$ cat src/lpm_pkg.sv
// Package with register map, field layout, reset values and timing for the LCD ladder and pixel block
package lpm_pkg;
	// Register byte addresses
	localparam logic [7:0] LPM_ADDR_LADDER = 8'h00;
	localparam logic [7:0] LPM_ADDR_CONTROL = 8'h04;
	localparam logic [7:0] LPM_ADDR_STATUS = 8'h08;
	localparam logic [7:0] LPM_ADDR_IRQ_MASK = 8'h0C;
	localparam logic [7:0] LPM_ADDR_SEG_BASE = 8'h40;
	localparam logic [7:0] LPM_ADDR_PIX_BASE = 8'h80;
	localparam logic [7:0] LPM_ADDR_PIX_LAST = 8'hDC;
	// Ladder control fields
	localparam int LPM_LAD_A_MSB = 7;
	localparam int LPM_LAD_A_LSB = 6;
	localparam int LPM_LAD_B_MSB = 5;
	localparam int LPM_LAD_B_LSB = 4;
	localparam int LPM_LAD_UNUSED_BIT = 3;
	localparam int LPM_LAD_LEN_MSB = 2;
	localparam int LPM_LAD_LEN_LSB = 0;
	localparam logic [7:0] LPM_LADDER_WMASK = 8'hF7;
	// Control and status fields
	localparam int LPM_CTL_WAVE_BIT = 7;
	localparam int LPM_ST_DATA_WRITE_ERROR_BIT = 0;
	localparam int LPM_ST_ACTIVE_BIT = 1;
	localparam int LPM_ST_ALLOW_BIT = 2;
	localparam int LPM_ST_INA_BIT = 3;
	localparam int LPM_IRQ_BITS = 1;
	// Reset values
	localparam logic [7:0] LPM_RST_LADDER = 8'h00;
	localparam logic [7:0] LPM_RST_CONTROL = 8'h00;
	localparam logic [7:0] LPM_RST_SEG = 8'h00;
	localparam logic [7:0] LPM_RST_PIX = 8'h00;
	localparam logic [LPM_IRQ_BITS-1:0] LPM_RST_IRQ = 1'h0;
	// Geometry
	localparam int LPM_SEG_REGS = 6;
	localparam int LPM_LINES = 4;
	localparam int LPM_PIX_REGS = 24;
	localparam int LPM_SEGS = 48;
	localparam int LPM_REDUCED_SEG_REGS = 4;
	// Segment time last counts (lengths minus one) in LCD clock counts
	localparam logic [4:0] LPM_TYPE_A_LAST = 5'h0F;
	localparam logic [4:0] LPM_TYPE_B_LAST = 5'h1F;
	// Ladder power codes
	localparam logic [1:0] LPM_PWR_OFF = 2'h0;
	localparam logic [1:0] LPM_PWR_HIGH = 2'h3;
	// Bus transfer states
	typedef enum logic [1:0] {
		LPM_BUS_IDLE = 2'b00,
		LPM_BUS_RD1 = 2'b01,
		LPM_BUS_RD2 = 2'b10
	} lpm_bus_state_t;
endpackage : lpm_pkg

$ cat src/lpm_lcd_ladder.sv
// LCD reference ladder power scheduler, segment enables and pixel registers behind an AHB-Lite slave
//
// Operation
// - Interval A ladder power follows A select
// - Interval B ladder power follows B select
// - Ladder control bit 3 reads zero
// - Interval A length field; zero means always B
// - Type-A: N clocks A, 16-N B
// - Type-B: N clocks A, 32-N B
// - Set enable bit makes pin glass driver
// - Six segment-enable bytes cover segments 0-47
// - Reduced variant drops upper two enable bytes
// - Pixel bytes grouped six per backplane line
// - Reduced variant: upper pixel bytes are storage
// - Reduced variant: only bit 0 of segment-32 bytes
// - Pixel write when not allowed sets error
// - Waveform type chooses Type-A or Type-B
// - Inactive module switches ladder off
`timescale 1ns/1ps
module lpm_lcd_ladder
	import lpm_pkg::*;
#(
	parameter bit REDUCED_PINS = 1'b0
) (
	input wire logic hclk,
	input wire logic hresetn,
	input wire logic hsel,
	input wire logic [31:0] haddr,
	input wire logic [1:0] htrans,
	input wire logic hwrite,
	input wire logic [2:0] hsize,
	input wire logic [31:0] hwdata,
	input wire logic hready,
	output logic [31:0] hrdata,
	output logic hreadyout,
	output logic hresp,
	input wire logic lcd_tick,
	input wire logic wave_transition,
	input wire logic module_active,
	input wire logic data_write_allowed,
	output logic [1:0] ladder_power,
	output logic in_interval_a,
	output logic [LPM_SEGS-1:0] glass_drive_on,
	output logic [LPM_LINES*LPM_SEGS-1:0] pixel_bit,
	output logic irq
);
	// Control registers
	logic [7:0] ladder_power_control;
	logic [7:0] control;
	logic [LPM_IRQ_BITS-1:0] irq_status;
	logic [LPM_IRQ_BITS-1:0] irq_mask;
	logic [7:0] seg_en [LPM_SEG_REGS];
	// Bus phase capture
	lpm_bus_state_t bus_state;
	lpm_bus_state_t next_bus_state;
	logic wr_pend;
	logic [7:0] addr_q;
	// Interval counter
	logic [4:0] interval_cnt;
	logic [4:0] next_interval_cnt;

	// Address phase decode
	wire logic addr_accept = hsel && htrans[1] && hready;
	wire logic rd_accept = addr_accept && !hwrite;
	wire logic wr_accept = addr_accept && hwrite;
	wire logic [7:0] ofs = addr_q;
	wire logic hit_ladder = (ofs == LPM_ADDR_LADDER);
	wire logic hit_control = (ofs == LPM_ADDR_CONTROL);
	wire logic hit_status = (ofs == LPM_ADDR_STATUS);
	wire logic hit_mask = (ofs == LPM_ADDR_IRQ_MASK);
	wire logic [7:0] seg_ofs = ofs - LPM_ADDR_SEG_BASE;
	wire logic [2:0] seg_index = seg_ofs[4:2];
	wire logic seg_limit = REDUCED_PINS ? (seg_index < 3'(LPM_REDUCED_SEG_REGS))
		: (seg_index < 3'(LPM_SEG_REGS));
	wire logic hit_seg = (ofs[7:5] == LPM_ADDR_SEG_BASE[7:5]) && (ofs[1:0] == 2'b00)
		&& (seg_index < 3'(LPM_SEG_REGS));
	wire logic seg_implemented = hit_seg && seg_limit;
	wire logic [7:0] pix_ofs = ofs - LPM_ADDR_PIX_BASE;
	wire logic [4:0] pix_index = pix_ofs[6:2];
	wire logic hit_pix = (ofs >= LPM_ADDR_PIX_BASE) && (ofs <= LPM_ADDR_PIX_LAST) && (ofs[1:0] == 2'b00);

	// Write strobes in the data phase
	wire logic wr_now = wr_pend && hreadyout;
	wire logic [7:0] wbyte = hwdata[7:0];
	wire logic pix_wr_try = wr_now && hit_pix;
	wire logic pix_wr_ok = pix_wr_try && data_write_allowed;
	wire logic pix_wr_refused = pix_wr_try && !data_write_allowed;

	// Reduced variant: segment-32 bytes keep only bit 0
	wire logic [2:0] pix_col = 3'(pix_index % 5'(LPM_SEG_REGS));
	wire logic pix_seg32_col = (pix_col == 3'd4);
	wire logic [7:0] pix_wmask = (REDUCED_PINS && pix_seg32_col) ? 8'h01 : 8'hFF;

	// Pixel storage
	logic [7:0] pix_rd;
	logic [LPM_PIX_REGS*8-1:0] pix_store;
	lpm_pixel_mem #(
		.DEPTH(LPM_PIX_REGS),
		.AW(5)
	) u_pix (
		.hclk(hclk),
		.hresetn(hresetn),
		.wr_en(pix_wr_ok),
		.wr_index(pix_index),
		.wr_data(wbyte & pix_wmask),
		.rd_index(pix_index),
		.rd_data(pix_rd),
		.contents(pix_store)
	);

	// Bus sequencer: reads take two wait states, writes none
	always_comb begin
		next_bus_state = bus_state;
		unique case (bus_state)
			LPM_BUS_IDLE: begin
				if (rd_accept) begin
					next_bus_state = LPM_BUS_RD1;
				end
			end
			LPM_BUS_RD1: begin
				next_bus_state = LPM_BUS_RD2;
			end
			LPM_BUS_RD2: begin
				next_bus_state = LPM_BUS_IDLE;
			end
			default: begin
				next_bus_state = LPM_BUS_IDLE;
			end
		endcase
	end

	// Bus state, captured address and ready
	always_ff @(posedge hclk or negedge hresetn) begin
		if (!hresetn) begin
			bus_state <= LPM_BUS_IDLE;
			addr_q <= 8'h00;
			wr_pend <= 1'b0;
			hreadyout <= 1'b1;
		end else begin
			bus_state <= next_bus_state;
			if (addr_accept) begin
				addr_q <= haddr[7:0];
			end
			wr_pend <= wr_accept;
			hreadyout <= !(rd_accept || (bus_state == LPM_BUS_IDLE ? 1'b0 : next_bus_state != LPM_BUS_IDLE));
		end
	end

	// Read data selection
	wire logic [7:0] seg_rd = seg_implemented ? seg_en[seg_index] : 8'h00;
	wire logic [7:0] status_rd = {4'h0, in_interval_a, data_write_allowed, module_active, irq_status};
	wire logic [7:0] rd_sel = hit_ladder ? (ladder_power_control & LPM_LADDER_WMASK)
		: hit_control ? control
		: hit_status ? status_rd
		: hit_mask ? {7'h00, irq_mask}
		: hit_seg ? seg_rd
		: hit_pix ? pix_rd
		: 8'h00;

	// Read data register, loaded as the last wait state ends
	always_ff @(posedge hclk or negedge hresetn) begin
		if (!hresetn) begin
			hrdata <= 32'h0000_0000;
		end else if (bus_state == LPM_BUS_RD2) begin
			hrdata <= {24'h00_0000, rd_sel};
		end
	end

	// Response is always OKAY
	always_ff @(posedge hclk or negedge hresetn) begin
		if (!hresetn) begin
			hresp <= 1'b0;
		end else begin
			hresp <= 1'b0;
		end
	end

	// Ladder control and waveform type registers
	always_ff @(posedge hclk or negedge hresetn) begin
		if (!hresetn) begin
			ladder_power_control <= LPM_RST_LADDER;
			control <= LPM_RST_CONTROL;
		end else if (wr_now) begin
			if (hit_ladder) begin
				ladder_power_control <= wbyte & LPM_LADDER_WMASK;
			end
			if (hit_control) begin
				control <= {wbyte[LPM_CTL_WAVE_BIT], 7'h00};
			end
		end
	end

	// Segment enable registers
	always_ff @(posedge hclk or negedge hresetn) begin
		if (!hresetn) begin
			for (int k = 0; k < LPM_SEG_REGS; k++) begin
				seg_en[k] <= LPM_RST_SEG;
			end
		end else if (wr_now && seg_implemented) begin
			seg_en[seg_index] <= wbyte;
		end
	end

	// Interrupt mask and sticky status; a new error wins over a clear
	always_ff @(posedge hclk or negedge hresetn) begin
		if (!hresetn) begin
			irq_mask <= LPM_RST_IRQ;
			irq_status <= LPM_RST_IRQ;
		end else begin
			if (wr_now && hit_mask) begin
				irq_mask <= wbyte[LPM_IRQ_BITS-1:0];
			end
			if (pix_wr_refused) begin
				irq_status[LPM_ST_DATA_WRITE_ERROR_BIT] <= 1'b1;
			end else if (wr_now && hit_status && wbyte[LPM_ST_DATA_WRITE_ERROR_BIT]) begin
				irq_status[LPM_ST_DATA_WRITE_ERROR_BIT] <= 1'b0;
			end
		end
	end

	// Interrupt output
	always_ff @(posedge hclk or negedge hresetn) begin
		if (!hresetn) begin
			irq <= 1'b0;
		end else begin
			irq <= |(irq_status & irq_mask);
		end
	end

	// Interval scheduler fields
	wire logic [1:0] a_sel = ladder_power_control[LPM_LAD_A_MSB:LPM_LAD_A_LSB];
	wire logic [1:0] b_sel = ladder_power_control[LPM_LAD_B_MSB:LPM_LAD_B_LSB];
	wire logic [2:0] a_len = ladder_power_control[LPM_LAD_LEN_MSB:LPM_LAD_LEN_LSB];
	wire logic wave_type_b = control[LPM_CTL_WAVE_BIT];
	wire logic [4:0] seg_last = wave_type_b ? LPM_TYPE_B_LAST : LPM_TYPE_A_LAST;

	// Counter restarts on each transition and wraps at the segment time
	always_comb begin
		next_interval_cnt = interval_cnt;
		if (wave_transition) begin
			next_interval_cnt = 5'h00;
		end else if (lcd_tick) begin
			if (interval_cnt >= seg_last) begin
				next_interval_cnt = 5'h00;
			end else begin
				next_interval_cnt = interval_cnt + 5'h01;
			end
		end
	end

	// Interval counter
	always_ff @(posedge hclk or negedge hresetn) begin
		if (!hresetn) begin
			interval_cnt <= 5'h00;
		end else begin
			interval_cnt <= next_interval_cnt;
		end
	end

	// Interval A while count is below the programmed length; zero length stays in B
	wire logic next_in_a = (a_len != 3'h0) && (next_interval_cnt < {2'b00, a_len});
	wire logic [1:0] next_power = !module_active ? LPM_PWR_OFF
		: next_in_a ? a_sel
		: b_sel;

	// Ladder power outputs
	always_ff @(posedge hclk or negedge hresetn) begin
		if (!hresetn) begin
			ladder_power <= LPM_PWR_OFF;
			in_interval_a <= 1'b0;
		end else begin
			ladder_power <= next_power;
			in_interval_a <= next_in_a && module_active;
		end
	end

	// Pixel map: byte x drives line x/6, segments 8*(x mod 6)..+7
	logic [LPM_LINES*LPM_SEGS-1:0] next_pixel;
	always_comb begin
		next_pixel = '0;
		for (int x = 0; x < LPM_PIX_REGS; x++) begin
			if (!REDUCED_PINS || (x % LPM_SEG_REGS) < LPM_REDUCED_SEG_REGS) begin
				next_pixel[(x / LPM_SEG_REGS) * LPM_SEGS + (x % LPM_SEG_REGS) * 8 +: 8] = pix_store[x*8 +: 8];
			end else if ((x % LPM_SEG_REGS) == LPM_REDUCED_SEG_REGS) begin
				next_pixel[(x / LPM_SEG_REGS) * LPM_SEGS + (x % LPM_SEG_REGS) * 8] = pix_store[x*8];
			end
		end
	end

	// Segment enable flat view
	logic [LPM_SEGS-1:0] next_drive;
	always_comb begin
		next_drive = '0;
		for (int k = 0; k < LPM_SEG_REGS; k++) begin
			next_drive[k*8 +: 8] = seg_en[k];
		end
	end

	// Glass outputs: a set bit makes the pin a segment driver, or a pixel dark where its segment pin drives
	always_ff @(posedge hclk or negedge hresetn) begin
		if (!hresetn) begin
			glass_drive_on <= '0;
			pixel_bit <= '0;
		end else begin
			glass_drive_on <= next_drive;
			pixel_bit <= next_pixel;
		end
	end
endmodule : lpm_lcd_ladder

$ cat src/lpm_pixel_mem.sv
// Pixel data storage: 24 byte registers, one write port, registered read port, flat view
`timescale 1ns/1ps
module lpm_pixel_mem
	import lpm_pkg::*;
#(
	parameter int DEPTH = 24,
	parameter int AW = 5
) (
	input wire logic hclk,
	input wire logic hresetn,
	input wire logic wr_en,
	input wire logic [AW-1:0] wr_index,
	input wire logic [7:0] wr_data,
	input wire logic [AW-1:0] rd_index,
	output logic [7:0] rd_data,
	output logic [DEPTH*8-1:0] contents
);
	logic [7:0] mem [DEPTH];

	// Storage, cleared at every reset
	always_ff @(posedge hclk or negedge hresetn) begin
		if (!hresetn) begin
			for (int i = 0; i < DEPTH; i++) begin
				mem[i] <= LPM_RST_PIX;
			end
		end else if (wr_en) begin
			mem[wr_index] <= wr_data;
		end
	end

	// Registered read port
	always_ff @(posedge hclk or negedge hresetn) begin
		if (!hresetn) begin
			rd_data <= LPM_RST_PIX;
		end else begin
			rd_data <= mem[rd_index];
		end
	end

	// Flat view of every stored byte
	always_comb begin
		contents = '0;
		for (int i = 0; i < DEPTH; i++) begin
			contents[i*8 +: 8] = mem[i];
		end
	end
endmodule : lpm_pixel_mem

$ cat config.mk
export PLATFORM = sky130hd
export DESIGN_NAME = lpm_lcd_ladder
export DESIGN_NICKNAME = d
export VERILOG_FILES = /design/src/lpm_pkg.sv /design/src/lpm_lcd_ladder.sv /design/src/lpm_pixel_mem.sv
export SDC_FILE = /design/constraint.sdc
export NUM_CORES = 1
export LEC_CHECK = 0
export BUFFER_PORTS_ARGS = -buffer_cell sky130_fd_sc_hd__buf_2
export CAP_MARGIN = 10
export CORE_ASPECT_RATIO = 0.75
export CORE_MARGIN = 2
export CORE_UTILIZATION = 50
export DETAILED_ROUTE_END_ITERATION = 6
export GPL_TIMING_DRIVEN = 0
export MAX_ROUTING_LAYER = met4
export PLACE_DENSITY = 0.71
export SYNTH_ARGS = -nofsm -noshare
export SYNTH_HDL_FRONTEND = slang
export SYNTH_SLANG_ARGS = --single-unit
$ cat constraint.sdc
create_clock -name hclk -period 3.9 [get_ports hclk]
set_input_delay 0.195 -clock hclk [delete_from_list [all_inputs] [get_ports hclk]]
set_output_delay 0.195 -clock hclk [all_outputs]
set_load 0.01 [all_outputs]
# == After elaboration in Yosys (flattened, before gate mapping) ==
# Index checks and enable logic that the tools add are counted.
# totals
ff_bits,527
wordCells,130
output_inout_bits,278
input_bits,78
# op_classes
n_addsub,3
muxes,30
magnitude_cmp,9
n_eq_ne,6
n_bitwise,3
n_reduce_logical,33
# ops
operator,n
$bwmux 192,1
$mux 8,13
$bwmux 48,1
$bmux 8 s5,1
$demux 8 s5,1
$bmux 8 s3,1
$demux 8 s3,1
$logic_and 1x1->1,21
$mux 5,4
$eq 8x4->1 const B,2
$eq 8x3->1 const B,1
$ge 8x8->1 const B,1
$le 8x8->1 const B,1
$logic_not 8->1,1
$sub 7x1->7 const B,1
$ge 6x6->1 const B,1
$lt 6x1->1 const B,1
$mux 2,3
$not 5->6,1
$add 5x1->5 const B,1
$ge 5x5->1,1
$lt 5x3->1,1
$sub 5x1->5 const B,1
$ge 4x4->1 const B,1
other kinds (15),22

# == Logic depth before layout (Yosys ltp) ==
# depth
ltp_word,11
mapped_depth,12
ltp_nobuf,12

# == Cells and area by module ==
# A second synthesis with hierarchy kept.
# hier_totals
hier_cells,1220
hier_area_um2,19399.9
# modules_own_cells
mod,area_each_um2,cells_each,instances,seq_area_each_um2
lpm_lcd_ladder,10272.4,585,1,8184.1
lpm_pixel_mem,9127.5,635,1,5004.8

# == Worst setup path after synthesis ==
# OpenSTA, ideal clock, no wires.
# synth_path
path_kind,reg-to-reg
start,reg interval_cnt[4]
end,reg in_interval_a
n_path_buf,0
setup_ns,0.119
t_required_ns,3.781
setup_slack_ns,1.297
stages_incl_launch_ff,12
synth_period_minus_slack_ns,2.603
t_arrival_ns,2.484
path_cell_list,dfrtp_1 > ha_1 > nand3_1 > o21bai_1 > a21o_1 > nor2_1 > ha_1 > nand2_1 > or4b_2 > o211ai_1 > nor3_1 > and2_1
# synth_between
elab_chain_len,7
word_cells_on_any_way,8
cone_classes,add/sub (1); order compare (2); mux (3); reduce/logical (2)
# synth_rtl
element,line_no,source
"start, declared",lpm_lcd_ladder.sv:59,logic [4:0] interval_cnt;
"start signal, assigned",lpm_lcd_ladder.sv:256,interval_cnt <= next_interval_cnt;
$ge 5x5->1,lpm_lcd_ladder.sv:243,if (interval_cnt >= seg_last) begin
$mux 5,lpm_lcd_ladder.sv:243,
$mux 5,lpm_lcd_ladder.sv:242,end else if (lcd_tick) begin
$mux 5,lpm_lcd_ladder.sv:240,if (wave_transition) begin
via next_interval_cnt[2],lpm_lcd_ladder.sv:60,logic [4:0] next_interval_cnt;
$lt 5x3->1,lpm_lcd_ladder.sv:261,"wire logic next_in_a = (a_len != 3'h0) && (next_interval_cnt < {2'b00, a_len});"
$logic_and 1x1->1,lpm_lcd_ladder.sv:261,
$logic_and 1x1->1,lpm_lcd_ladder.sv:273,in_interval_a <= next_in_a && module_active;
"end signal, assigned",lpm_lcd_ladder.sv:273,
"end, declared",lpm_lcd_ladder.sv:42,"output logic in_interval_a,"
# The timed path passes the listed nets, and every way through them passes these cells.
# A chain may end at the register's enable or synchronous reset.

# == Worst setup path in the final report ==
# layout_path
start,reg control[7]
end,reg ladder_power[0]
# layout_between
elab_chain_len,9
# layout_rtl
element,line_no,source
"start, declared",lpm_lcd_ladder.sv:49,logic [7:0] control;
"start signal, assigned",lpm_lcd_ladder.sv:188,"control <= {wbyte[LPM_CTL_WAVE_BIT], 7'h00};"
$mux 5,lpm_lcd_ladder.sv:235,wire logic [4:0] seg_last = wave_type_b ? LPM_TYPE_B_LAST : LPM_TYPE_A_LAST;
$ge 5x5->1,lpm_lcd_ladder.sv:243,
$mux 5,lpm_lcd_ladder.sv:243,
$mux 5,lpm_lcd_ladder.sv:242,
$mux 5,lpm_lcd_ladder.sv:240,
via next_interval_cnt[2],lpm_lcd_ladder.sv:60,
$lt 5x3->1,lpm_lcd_ladder.sv:261,
$logic_and 1x1->1,lpm_lcd_ladder.sv:261,
$mux 2,lpm_lcd_ladder.sv:263,: next_in_a ? a_sel
$mux 2,lpm_lcd_ladder.sv:262,wire logic [1:0] next_power = !module_active ? LPM_PWR_OFF
via next_power[0],lpm_lcd_ladder.sv:262,
"end signal, assigned",lpm_lcd_ladder.sv:272,ladder_power <= next_power;
"end, declared",lpm_lcd_ladder.sv:41,"output logic [1:0] ladder_power,"
# The timed path passes the listed nets, and every way through them passes these cells.

==> results.tsv <==
metric	value	unit
outcome	finished, final reports clean	
max_freq	337.0	MHz
cts_inserted_buffers	49	
drv_cap	0	
cellLeakagePower	12.19	nW
comb_power_share	0.090	
seq_power_share	0.490	
ys_warn_count	0	
crit_path_max_incr_delay	0.61	ns
worst_setup_path_end_kind	flip-flop	
gp_weighted_congestion	0.8690	
post-route-period-util	0.7608	
wl	51280	um
netlist-cell-type-count	52	
grt_max_degree	111	
detailedRoute.firstIterationViolations	1029	
path_cells	inv_1, ha_1, nand3_1, o21bai_1, a21o_1, nor2_1, ha_1, nand2_1, or4b_2, o211ai_1, nor3_1, mux2i_1	
timing.final.hold_violations	0	
timing.rr.end	ladder_power[0]	
cell_internal_pwr	8.836	mW
finalWorstSetupSlack	0.9328	ns
fill_cells	2905	
power.ir.vdd_worst	281.1	uV
clock_tree_from_tritoncts	yes	
cts_num_sinks	527	
synth_to_layout_area_growth	21.35	%
post_cts.resized_instances	0	
rr_worst_depth	12	
grt_setup_unrepaired	false	
end_point_of_the_most_critical_hold_path	addr_q[7]	
cts_clk_pin_slew_worst_paths	0.06	ns
hold_path.startpoint	htrans[1]	
hold_path_depth	3	
fin_nets	1622	
core_area	38170	sq um
layout_common_cells	526 x dfrtp_1, 293 x buf_2, 257 x mux2_2, 71 x nand2_1, 56 x mux4_2	
synth.area.top_cells	dfrtp_1 68%, mux2_2 15%, mux4_2 6.5%, nand2_1 1.4%, mux2i_1 1.3%	
synth-edff-count	0	
grtUsageTotal	0.2685	
drcViolationCount	0	
finalClockSkew	0.01696	ns
setup.worst_path.start_class	flip-flop	
gr-total-overflow	0	
critPathMaxFanout	3	
switchingPower	2.809	mW
grt_first_pass_wirelength	76310	um
timing.slew.headroom	0.3590	
post-synth-top-area-fraction	0.6830	
postSynthRegisterBits	527	
worst_path_max_delay_cell	or4b_2	
synth.avg_cell_area	16.54	sq um
die_h	174.0	um
postSynthCellCount	1165	
holdCritPathClass	primary input to flip-flop	
via_count	11440	
routedWlPerCell	24.52	um
floorplan.die_area	40150	sq um
grt_pass1_vias	11770	
timing_max_transition_violations_final	0	
num_io_pins	356	
pre_cts_ws	1.036	ns
fp-row-count	62	
die-width	230.7	um
detailed_place_hpwl	35950	um
insertion_delay	0.58	ns
regToRegStartpoint	control[7]	
critical_path_arrival	3.43	ns
ctsRootBufferMaster	clkbuf_16	
grt_antenna_before_repair	0	
detailedRoute.firstPassIterationCount	7	
via_to_cell_ratio	5.470	
post_cts_buffers	0	
report.final.setup_viol	0	
total_power	11.65	mW
numPortBuffers	276	
regToRegSetupSlack	0.93	ns
drtAntennaViolNets	0	
most_common_cell_after_layout_fill_and_taps_aside	dfrtp_1	
path_common_cell	ha_1	
power.share.switching	0.2412	
worst_pin_slew	0.9614	ns
final.min_clock_period	2.967	ns
critical_path_required	4.36	ns
post_route_cells_drive_above_1_share	0.4632	
ys_async_sr_fraction	1.000	
synth_flop_cell	dfrtp_1	
pwr_density_cell	497.9	nW/um^2
floorplan.initialDensity	0.5050	
share_clk_of_total_power	0.420	
synth_seq_area_share	0.6843	
synthesis.area	19270	sq um
total_number_of_h_tree_levels	2	
timing_worst_setup_path_type	flip-flop to flip-flop	
post-synth-top-area-cell	dfrtp_1	
clock_path_buffers	3	
worst max-delay path, delay by kind of cell, from the launching register on:
family                   cells  cell delay (ns)
AO/OA/AOI/OAI                3             0.64
buffers and inverters        1             0.09
flip-flops                   1             0.35
multiplexers                 1             0.23
AND/OR/NAND/NOR              5             0.96
adder cells (fa/ha/maj)      2             0.59
registers in the layout (all words and copies together), names as in the netlist:
register,flops
addr_q,8
bus_state,2
control,1
glass_drive_on,48
hrdata,8
hreadyout,1
in_interval_a,1
interval_cnt,5
irq,1
irq_mask,1
irq_status,1
ladder_power,2
ladder_power_control,7
next_drive,48
pixel_bit,192
u_pix.contents,192
u_pix.rd_data,8
wr_pend,1
timing repair:
action,4_1_cts,5_1_grt
hold endpoints to repair,98,0
hold buffers,19,0
endpoints found under the setup margin,0,0
synthesized netlist by cell type (3+ instances only):
cell and instances:
mux2_1 3, mux2_2 257, nand2b_1 6, nor3_1 7, dfrtp_1 526, nor2_1 17
a21oi_1 9, inv_1 5, ha_1 4, o2bb2ai_1 3, nor2b_1 5, nand3_1 7
o21ai_0 21, buf_1 5, a222oi_1 6, buf_4 25, mux4_2 56, clkbuf_1 35
o22ai_1 8, mux2i_1 25, and2_1 5, nand2_1 71, nand4_1 3, buf_2 18
power by group through the flow:
stage	Combinational (mW)	Sequential [mW]	Clock [mW]
6_report	1.05	5.71	4.89
5_1_grt	1.13	5.72	5.19
4_1_cts	1.05	5.71	4.96
3_5_place_dp	1.03	5.81	0
3_3_place_gp	1.00	5.80	0
2_1_floorplan	0.553	5.80	0
worst max-delay path by stage:
stage | to | start | cells past startpoint | slack [ns]
global route | ladder_power[0] | control[7] | 12 | 0.77
global placement | pixel_bit[103] | hresetn | 1 | -7.72
finish | ladder_power[0] | control[7] | 12 | 0.93
detailed placement | ladder_power[0] | control[7] | 12 | 1.04
CTS | ladder_power[0] | control[7] | 12 | 1.0
floorplan | in_interval_a | interval_cnt[4] | 11 | 1.30
cells by family after synthesis:
family / Yosys count / share of synthesized area
muxes: 341 / 0.2303
other: 1 / 0.0001946
buffers and inverters: 89 / 0.02337
and+or+nand+nor: 139 / 0.03701
DFF: 527 / 0.6843
adders and majority gates: 4 / 0.002597
xor gates and xnor gates: 3 / 0.001364
AOI/OAI and AO/OA: 61 / 0.02078
final cells by class:
cell class / instances / area (sq um) / share of cell area
sequential: 527 / 13190 / 0.5639
multi-input combinational: 573 / 5723 / 0.2447
timing repair buffer: 300 / 1719 / 0.07351
clock buffer: 70 / 1448 / 0.06190
tap: 512 / 640.6 / 0.02739
buffer: 83 / 427.9 / 0.01830
clock inverter: 19 / 215.2 / 0.009202
inverter: 6 / 22.52 / 0.0009630
antenna: 1 / 2.502 / 0.0001070
per-layer routing:
layer	vias to the layer above	part of all wire	track usage	wire, um
met5	-	0	-	0
met4	0	0.028	0.07688	1453
met1	6037	0.44	0.3831	22800
li1	4870	-	-	-
met2	434	0.46	0.3971	23700
met3	97	0.065	0.05282	3327
through the flow:
stage | utilization | TNS [ns] | cell area, sq um | hold slack, ns | instances
CTS | 0.6127 | 0 | 23380 | 0.01033 | 2090
detailed placement | 0.5642 | 0 | 21530 | 0.1860 | 1982
finish | 0.6128 | 0 | 23390 | 0.02367 | 2091
global placement | 0.5603 | -4033.85 | 21380 | 0.3726 | 1977
global route | 0.6127 | 0 | 23380 | 0.04221 | 2090
floorplan | - | 0 | 19360 | -0.1006 | 1189
Power figures use the tool's default switching activity.
